**config.mk**
```make
export PLATFORM = sky130hd
export DESIGN_NAME = ssf_status
export DESIGN_NICKNAME = d
export VERILOG_FILES = /design/src/rtl/ssf_sync.v /design/src/rtl/ssf_status.v
export VERILOG_INCLUDE_DIRS = /design/src /design/src/rtl
export SDC_FILE = /design/constraint.sdc
export NUM_CORES = 1
export LEC_CHECK = 0
export BUFFER_PORTS_ARGS = -buffer_cell sky130_fd_sc_hd__buf_2
export CORE_MARGIN = 8
export CORE_UTILIZATION = 49
export DETAILED_ROUTE_END_ITERATION = 7
export MAX_ROUTING_LAYER = met4
export PLACE_DENSITY = 0.73
export SLEW_MARGIN = 20
export SYNTH_ARGS = -nofsm -noshare
export SYNTH_HDL_FRONTEND = slang
export SYNTH_SLANG_ARGS = --single-unit
```
**constraint.sdc**
```tcl
create_clock -name mclk -period 1.3 [get_ports mclk]
set_input_delay 0.13 -clock mclk [delete_from_list [all_inputs] [get_ports mclk]]
set_output_delay 0.13 -clock mclk [all_outputs]
set_load 0.02 [all_outputs]
```
**src/rtl/ssf_map.vh**
```
// Constants for the serial port status flags block: offsets, fields, reset values.
// Assumes a byte-wide register port; included by bare name.
`ifndef SSF_MAP_VH
`define SSF_MAP_VH
`define SSF_ADDR_W        4
`define SSF_OFF_STATUS    4'h0
`define SSF_OFF_CTRL      4'h1
`define SSF_OFF_EVENT     4'h2
`define SSF_OFF_ADDR      4'h3
`define SSF_OFF_BUF       4'h4
`define SSF_BIT_START     3
`define SSF_BIT_DIR       2
`define SSF_BIT_UPD       1
`define SSF_BIT_FULL      0
`define SSF_CTRL_EN       0
`define SSF_CTRL_I2C      1
`define SSF_CTRL_MASTER   2
`define SSF_CTRL_ADDR10   3
`define SSF_CTRL_START    4
`define SSF_CTRL_RSTART   5
`define SSF_CTRL_STOP     6
`define SSF_CTRL_RCV      7
`define SSF_EVT_IDLE      0
`define SSF_RST_CTRL      8'h00
`define SSF_RST_STATUS    8'h00
`define SSF_RST_ADDR      8'h00
`define SSF_BYTE_BITS     4'h8
`endif

```
**src/rtl/ssf_sync.v**
```verilog
// Two-stage synchroniser for a bundle of pin-level inputs.
// Assumes inputs arrive asynchronously to mclk.
`timescale 1ns/1ps
module ssf_sync #(
  parameter WIDTH = 8
) (
  input  wire             mclk,    // System clock
  input  wire             nrst,    // Async reset, active low
  input  wire [WIDTH-1:0] din,     // Asynchronous inputs
  output reg  [WIDTH-1:0] dout     // Synchronised outputs
);
  reg [WIDTH-1:0] stage1;

  always @(posedge mclk or negedge nrst) begin
    if (!nrst) begin
      stage1 <= {WIDTH{1'b0}};
      dout   <= {WIDTH{1'b0}};
    end else begin
      stage1 <= din;
      dout   <= stage1;
    end
  end
endmodule // ssf_sync

```
**src/rtl/ssf_status.v**
```verilog
// Lower status flags of a synchronous serial port (SPI or I2C):
// start-detected, direction / transmit-in-progress, address-update request, buffer full.
// Assumes link events come from the port's bit engine as pin-level strobes held at least
// three mclk cycles, and software uses the simple strobe register port.
//
// Behaviour
// - I2C start flag marks start seen last
// - Start flag cleared by reset or disable
// - Master mode: direction bit shows transmit busy
// - Idle only when busy OR enables zero
// - 10-bit mode requests address reload by software
// - Buffer full set when received byte completes
// - I2C transmit: full while data bits shift
//
// The address map and the strobed register port are this design's own decisions.
`timescale 1ns/1ps
`include "ssf_map.vh"
module ssf_status (
  input  wire                   mclk,         // System clock, 40 MHz
  input  wire                   nrst,         // Async reset, active low
  input  wire [`SSF_ADDR_W-1:0] reg_addr,     // Register address
  input  wire [7:0]             reg_wdata,    // Write data
  input  wire                   reg_wr,       // Write strobe
  input  wire                   reg_rd,       // Read strobe
  output reg  [7:0]             reg_rdata,    // Read data, cycle after strobe
  input  wire                   pin_start,    // Start condition seen on bus
  input  wire                   pin_stop,     // Stop condition seen on bus
  input  wire                   pin_nack,     // Not-acknowledge seen
  input  wire                   pin_addr_hit, // Slave address byte matched
  input  wire                   pin_rw,       // R/W bit of that address byte
  input  wire                   pin_addr_hi,  // Matched byte was 10-bit high byte
  input  wire                   pin_rx_done,  // Received byte complete
  input  wire [7:0]             pin_rx_data,  // Received byte
  input  wire                   pin_tx_shift, // Data bits being shifted out
  input  wire                   pin_ack_done, // Ack sequence completed
  output wire                   port_enable,  // Port enabled
  output wire                   port_idle,    // Port idle
  output reg  [7:0]             slave_addr_reg, // Slave address for matching
  output reg                    tx_load       // Pulse: buffer written, start shifting
);
  localparam NSYNC = 10;

  reg  [7:0] ctrl;
  reg        start_seen;
  reg        dir_flag;
  reg        master_busy;
  reg        addr_update_req;
  reg        buffer_full_flag;
  reg        ack_sequence_enable;
  reg  [7:0] shift_data_buffer;
  // Transmit tracking, received-data stages and the read mux
  reg        tx_active;
  reg        shift_seen;
  reg  [7:0] rx_s1;
  reg  [7:0] pin_rx_data_q;
  reg  [7:0] next_rdata;
  reg  [NSYNC-1:0] sync_prev;
  wire [NSYNC-1:0] sync_now;
  wire [NSYNC-1:0] rise;

  ssf_sync #(.WIDTH(NSYNC)) u_sync (
    .mclk (mclk),
    .nrst (nrst),
    .din  ({pin_ack_done, pin_tx_shift, pin_rx_done, pin_addr_hi, pin_rw,
            pin_addr_hit, pin_nack, pin_stop, pin_start, 1'b0}),
    .dout (sync_now)
  );

  // Edges are taken from the synchroniser's output stage only
  // Levels come from the same stage, so rw lines up with the address hit edge
  always @(posedge mclk or negedge nrst) begin
    if (!nrst) begin
      sync_prev <= {NSYNC{1'b0}};
    end else begin
      sync_prev <= sync_now;
    end
  end
  assign rise = sync_now & ~sync_prev;

  wire ev_start  = rise[1];
  wire ev_stop   = rise[2];
  wire ev_nack   = rise[3];
  wire ev_hit    = rise[4];
  wire lvl_rw    = sync_now[5];
  wire lvl_hi    = sync_now[6];
  wire ev_rx     = rise[7];
  wire lvl_shift = sync_now[8];
  wire ev_ackd   = rise[9];

  // Mode bits from the control register
  wire en         = ctrl[`SSF_CTRL_EN];
  wire i2c_mode   = ctrl[`SSF_CTRL_I2C];
  wire master     = ctrl[`SSF_CTRL_MASTER];
  wire addr10     = ctrl[`SSF_CTRL_ADDR10];

  function is_addr;
    input [`SSF_ADDR_W-1:0] a;
    input [`SSF_ADDR_W-1:0] b;
    begin
      is_addr = (a == b);
    end
  endfunction

  // Write and read strobes decoded per register offset
  wire wr_ctrl  = reg_wr && is_addr(reg_addr, `SSF_OFF_CTRL);
  wire wr_event = reg_wr && is_addr(reg_addr, `SSF_OFF_EVENT);
  wire wr_addr  = reg_wr && is_addr(reg_addr, `SSF_OFF_ADDR);
  wire wr_buf   = reg_wr && is_addr(reg_addr, `SSF_OFF_BUF);
  wire rd_buf   = reg_rd && is_addr(reg_addr, `SSF_OFF_BUF);

  assign port_enable = en;
  // Any sequence enable still set keeps the port busy
  wire seq_active = ctrl[`SSF_CTRL_START] | ctrl[`SSF_CTRL_RSTART] | ctrl[`SSF_CTRL_STOP] |
                    ctrl[`SSF_CTRL_RCV] | ack_sequence_enable;
  assign port_idle = ~(master_busy | seq_active);

  // Control: enable, mode and sequence enables; sequence enables self-clear on the matching event
  // A software write wins over a hardware clear in the same cycle
  always @(posedge mclk or negedge nrst) begin
    if (!nrst) begin
      ctrl <= `SSF_RST_CTRL;
    end else if (wr_ctrl) begin
      ctrl <= reg_wdata;
    end else if (!en) begin
      ctrl[7:4] <= 4'h0;
    end else begin
      if (ev_start) begin
        ctrl[`SSF_CTRL_START]  <= 1'b0;
        ctrl[`SSF_CTRL_RSTART] <= 1'b0;
      end
      if (ev_stop) begin
        ctrl[`SSF_CTRL_STOP] <= 1'b0;
      end
      if (ev_rx) begin
        ctrl[`SSF_CTRL_RCV] <= 1'b0;
      end
    end
  end

  // Ack sequence enable lives in the event register, cleared by hardware when done
  // Completion wins over a new request in the same cycle
  always @(posedge mclk or negedge nrst) begin
    if (!nrst) begin
      ack_sequence_enable <= 1'b0;
    end else if (!en || ev_ackd) begin
      ack_sequence_enable <= 1'b0;
    end else if (wr_event && reg_wdata[`SSF_EVT_IDLE]) begin
      ack_sequence_enable <= 1'b1;
    end
  end

  // Start flag reflects which bus condition came last
  // A start wins over a stop seen in the same cycle
  always @(posedge mclk or negedge nrst) begin
    if (!nrst) begin
      start_seen <= 1'b0;
    end else if (!en || !i2c_mode) begin
      start_seen <= 1'b0;
    end else if (ev_start) begin
      start_seen <= 1'b1;
    end else if (ev_stop) begin
      start_seen <= 1'b0;
    end
  end

  // Master transmit in progress: from buffer write until the ack sequence completes or a nack is seen
  // Nack ends the transfer early; the ack sequence ends it normally
  always @(posedge mclk or negedge nrst) begin
    if (!nrst) begin
      master_busy <= 1'b0;
    end else if (!en || !i2c_mode || !master) begin
      master_busy <= 1'b0;
    end else if (wr_buf) begin
      master_busy <= 1'b1;
    end else if (ev_ackd || ev_nack) begin
      master_busy <= 1'b0;
    end
  end

  // Slave direction held from address match until stop, start or nack
  // Cleared outside slave mode so a stale direction never shows in master mode
  always @(posedge mclk or negedge nrst) begin
    if (!nrst) begin
      dir_flag <= 1'b0;
    end else if (!en || !i2c_mode || master) begin
      dir_flag <= 1'b0;
    end else if (ev_hit) begin
      dir_flag <= lvl_rw;
    end else if (ev_stop || ev_start || ev_nack) begin
      dir_flag <= 1'b0;
    end
  end

  // Address update request; software reloads the address, which retires it.
  // A new match in the same cycle as the reload wins.
  always @(posedge mclk or negedge nrst) begin
    if (!nrst) begin
      addr_update_req <= 1'b0;
    end else if (!en || !i2c_mode || !addr10 || master) begin
      addr_update_req <= 1'b0;
    end else if (ev_hit) begin
      addr_update_req <= 1'b1;
    end else if (wr_addr) begin
      addr_update_req <= 1'b0;
    end
  end

  // Written only by software; the match logic outside reads it
  always @(posedge mclk or negedge nrst) begin
    if (!nrst) begin
      slave_addr_reg <= `SSF_RST_ADDR;
    end else if (wr_addr) begin
      slave_addr_reg <= reg_wdata;
    end
  end

  // Buffer full: receive completion sets it, a buffer read clears it; in I2C
  // transmit it follows the data shifting, excluding ack and stop phases.
  // A receive completion wins over a buffer read in the same cycle
  always @(posedge mclk or negedge nrst) begin
    if (!nrst) begin
      buffer_full_flag <= 1'b0;
      shift_data_buffer <= 8'h00;
      tx_load <= 1'b0;
    end else begin
      tx_load <= 1'b0;
      if (!en) begin
        buffer_full_flag <= 1'b0;
      end else if (ev_rx) begin
        buffer_full_flag  <= 1'b1;
        shift_data_buffer <= pin_rx_data_q;
      end else if (wr_buf && i2c_mode) begin
        buffer_full_flag  <= 1'b1;
        shift_data_buffer <= reg_wdata;
        tx_load           <= 1'b1;
      end else if (rd_buf) begin
        buffer_full_flag <= 1'b0;
      end else if (i2c_mode && tx_active && !lvl_shift && shift_seen) begin
        buffer_full_flag <= 1'b0;
      end
    end
  end

  // Transmit tracking: clear full once shifting has been seen to end
  // Cleared only after shifting was seen, so a load not yet taken up stays full
  always @(posedge mclk or negedge nrst) begin
    if (!nrst) begin
      tx_active  <= 1'b0;
      shift_seen <= 1'b0;
    end else if (!en || (tx_active && shift_seen && !lvl_shift)) begin
      tx_active  <= 1'b0;
      shift_seen <= 1'b0;
    end else if (wr_buf && i2c_mode) begin
      tx_active  <= 1'b1;
      shift_seen <= 1'b0;
    end else if (tx_active && lvl_shift) begin
      shift_seen <= 1'b1;
    end
  end

  // Received data is stable while rx_done is high; sample it through two stages too
  // The synchronised copy lines up with the synchronised done edge
  always @(posedge mclk or negedge nrst) begin
    if (!nrst) begin
      rx_s1         <= 8'h00;
      pin_rx_data_q <= 8'h00;
    end else begin
      rx_s1         <= pin_rx_data;
      pin_rx_data_q <= rx_s1;
    end
  end

  // Bit 2 shows transmit progress in master mode and the captured direction in slave mode
  wire       status_dir = master ? master_busy : dir_flag;
  wire [7:0] evt_rdata  = {6'h00, port_idle, ack_sequence_enable};
  wire [7:0] status     = {4'h0, start_seen, status_dir, addr_update_req, buffer_full_flag};

  // Read data stands only in the cycle after the strobe; unmapped reads give zero
  always @* begin
    next_rdata = 8'h00;
    if (!reg_rd) begin
      next_rdata = 8'h00;
    end else if (is_addr(reg_addr, `SSF_OFF_STATUS)) begin
      next_rdata = status;
    end else if (is_addr(reg_addr, `SSF_OFF_CTRL)) begin
      next_rdata = ctrl;
    end else if (is_addr(reg_addr, `SSF_OFF_EVENT)) begin
      next_rdata = evt_rdata;
    end else if (is_addr(reg_addr, `SSF_OFF_ADDR)) begin
      next_rdata = slave_addr_reg;
    end else if (is_addr(reg_addr, `SSF_OFF_BUF)) begin
      next_rdata = shift_data_buffer;
    end
  end

  always @(posedge mclk or negedge nrst) begin
    if (!nrst) begin
      reg_rdata <= 8'h00;
    end else begin
      reg_rdata <= next_rdata;
    end
  end
endmodule // ssf_status

```
==> results.tsv <==
stage	metric	value	unit
status	status	finished, violations left	
status	violations	negative setup slack	
synth	synthesis.nets	247	
worst_setup_path	worst_setup_path_start_kind	register	
worst_setup_path	max_stage_delay	0.39	ns
global_route	grt_max_degree	29	
routing	drcViolationCount	0	
clock_tree	htree_levels	3	
global_route	grtUsageTotal	0.161	
timing	fin_worst_skew	0.00783	ns
pwr	ir_drop	917	µV
worst_setup_path	cp_max_fo	2	
worst_setup_path	cp_cell_sequence	nor3_2 > nand2_1 > nor2_1 > buf_4	
timing	slew-limit-headroom	0.754	
place	port_buffers	50	
die	rows	28	
place	dp_hpwl	4770	µm
cells_and_area	fillers	451	
die	die_w	93.0	µm
routing	viasPerCell	5.32	
pwr	p_seq_frac	0.522	
pwr	clkPwrFrac	0.324	
synth	synth_area_per_cell	13.6	µm²
place	routabilityCongestion	0.854	
cells_and_area	final_nets	349	
pwr	intPower	4.08	mW
synth	synthArstFlopShare	1.00	
timing	timing_worst_slew_pin_value	0.370	ns
timing	post-route-min-period	1.44	ns
cells_and_area	ff_latch_area	1980	µm²
cells_and_area	area_delta_synth_final	33.3	%
hold_path	hold_path.class	in -> reg	
worst_setup_path	rrSetupSlack	0.01	ns
timing	worst_slack	-0.141	ns
clock_tree	cts_tree	yes	
synth	synth_edf_count	0	
global_route	grt_pass1_wl	10500	µm
timing	fmax	694	MHz
cells_and_area	final_area	3870	µm²
pwr	sw_frac_of_total	0.265	
pwr	p_per_area	1430	nW/µm²
synth	synth-seq-cells	79	
cells_and_area	final_util	0.666	
pwr	power	5.55	mW
timing	setup_violations	1	
timing	hold_violations	0	
synth	synth_seq_area_share	0.680	
worst_setup_path	end_kind	output pin	
die	floorplan.initialDensity	0.500	
worst_setup_path	required	1.17	ns
cells_and_area	insertedDiodeCount	0	
pwr	combPwrFrac	0.154	
pwr	p_leak	1.87	nW
worst_setup_path	cp_slowest_cell	dfrtp_1	
timing	rsz0062_at_grt	yes	
worst_setup_path	critPathArrivalTime	1.31	ns
synth	synth_ff_type	dfrtp_1	
synth	yosysUniqueCellTypes	39	
timing	slew_violations	0	
routing	postRouteAntennaNets	0	
die	io_pins	52	
clock_tree	clock_sinks	79	
place	place_worst_setup_slack	-0.0431	ns
run	max_cap_viol_count	0	
place	dp.cells	361	
clock_tree	cts_buffer_depth	2	
cells_and_area	fin_cells	396	
pwr	p_switching	1.47	mW
routing	first_iter_violations	99	
place	placed_area	3470	µm²
routing	vias	2105	
worst_setup_path	critical_path_class	reg -> out	
die	coreArea	5820	µm²
global_route	overflow	0	
clock_tree	numCtsBuffers	9	
routing	post_drt_wl_per_cell	16.4	µm
cells_and_area	drive_gt1_frac	0.371	
clock_tree	clkTransAtPathRegs	0.08	ns
clock_tree	clk_latency	0.34	ns
global_route	grt_pass1_vias	2168	
routing	first_pass_iters	4	
timing	period_share	1.11	
die	die_area	8650	µm²
clock_tree	root_buffer	clkbuf_8	
synth	yosys_warnings	0	
die	die_h	93.0	µm
synth	syn_area	2910	µm²
global_route	antenna_found_initial	0	
routing	wirelength	6510	µm
synth	synth_cells	214	
cells_and_area	multi_input_area	903	µm²
[critical path: cells and delay by family, from the launching register on]
family                 cells  cell delay [ns]
AND/OR/NAND/NOR            3             0.42
flip-flops                 1             0.39
buffers and inverters      1             0.16
[area by class of cell]
cell class / instances / area share
inverter: 2 / 0.00194
timing repair buffer: 99 / 0.179
tap: 75 / 0.0242
multi-input combinational: 125 / 0.233
sequential: 79 / 0.510
clock buffer: 11 / 0.0365
clock inverter: 5 / 0.0149
[routing by layer]
layer,share of wire,vias up,track usage,wire length [µm]
li1,-,979,-,-
met1,0.44,1050,0.196,2890
met5,0,-,-,0
met3,0.053,10,0.0425,345
met4,0.015,0,0.0779,99
met2,0.49,66,0.247,3180
[kinds of logic (layout without fill, tap and decap cells)]
kind of cell / count (synthesis) / count (layout) / synth area share
buf+inv: 10 / 117 / 0.0202
mux: 14 / 14 / 0.0538
simple gates: 65 / 65 / 0.128
compound gates: 46 / 46 / 0.118
flops: 79 / 79 / 0.680
[per-stage QoR]
step,TNS (ns),hold slack (ns)
global route,-0.239,0.0405
finish,-0.141,0.0406
global placement,-0.304,0.0727
CTS,-0.139,0.0225
floorplan,-0.403,-0.166
detailed placement,-0.428,0.0735
[Yosys cell counts, types with 5 or more instances]
cell | instances | area, µm²
nand2_1 | 15 | 56.3
nand2b_1 | 7 | 43.8
nand3_1 | 6 | 30.0
nor2_1 | 10 | 37.5
a221o_1 | 8 | 80.1
o21ai_0 | 10 | 50.1
mux2_2 | 13 | 146
a22oi_1 | 5 | 37.5
a21oi_1 | 5 | 25.0
dfrtp_1 | 79 | 1980
and3_1 | 9 | 56.3
[placed cells by master, fill, tap and decap left out, types with 2 or more instances in the layout]
cell type and instances:
a22oi_1 5, nor2_1 10, and3_4 2, mux2_2 13, nand3_1 5, clkbuf_8 10, inv_1 2, a31oi_1 3
nor3b_1 3, nand2b_1 7, nand4_1 2, buf_2 48, clkinvlp_4 3, dfrtp_1 79, dlygate4sd3_1 17, a21o_1 2
a21oi_1 4, buf_4 31, nor2b_1 4, and3_1 8, a221o_1 8, nand2_1 15, buf_12 2, o211a_1 2
o21ai_0 10, a2bb2oi_1 4
[power by group through the flow]
stage | registers, mW | logic [mW] | clock network [mW]
2_1_floorplan | 2.98 | 0.375 | 0
3_3_place_gp | 2.92 | 0.785 | 0
3_5_place_dp | 2.94 | 0.807 | 0
4_1_cts | 2.89 | 0.852 | 1.84
5_1_grt | 2.92 | 0.930 | 1.94
6_report | 2.90 | 0.856 | 1.80
[what timing repair did]
action / in CTS / in global routing
pin swaps: 1 / 5
cloned: 0 / 0
buffers inserted: 1 / 3
gates resized for setup: 4 / 3
setup endpoints to repair: 9 / 4
hold buffers: 17 / 0
endpoints found under the hold margin: 42 / 0
[worst paths after layout]
check / from / to / cells past startpoint
hold reg to reg: u_sync.stage1[9] / u_sync.dout[9] / 0
min in group asynchronous: nrst / pin_rx_data_q[6] / 2
max in group asynchronous: nrst / u_sync.dout[2] / 3
setup reg to reg: ctrl[6] / reg_rdata[1] / 5
setup / recovery: ctrl[6] / port_idle / 4
hold / removal: reg_wdata[4] / ctrl[4] / 3
(Power assumes the default switching activity.)
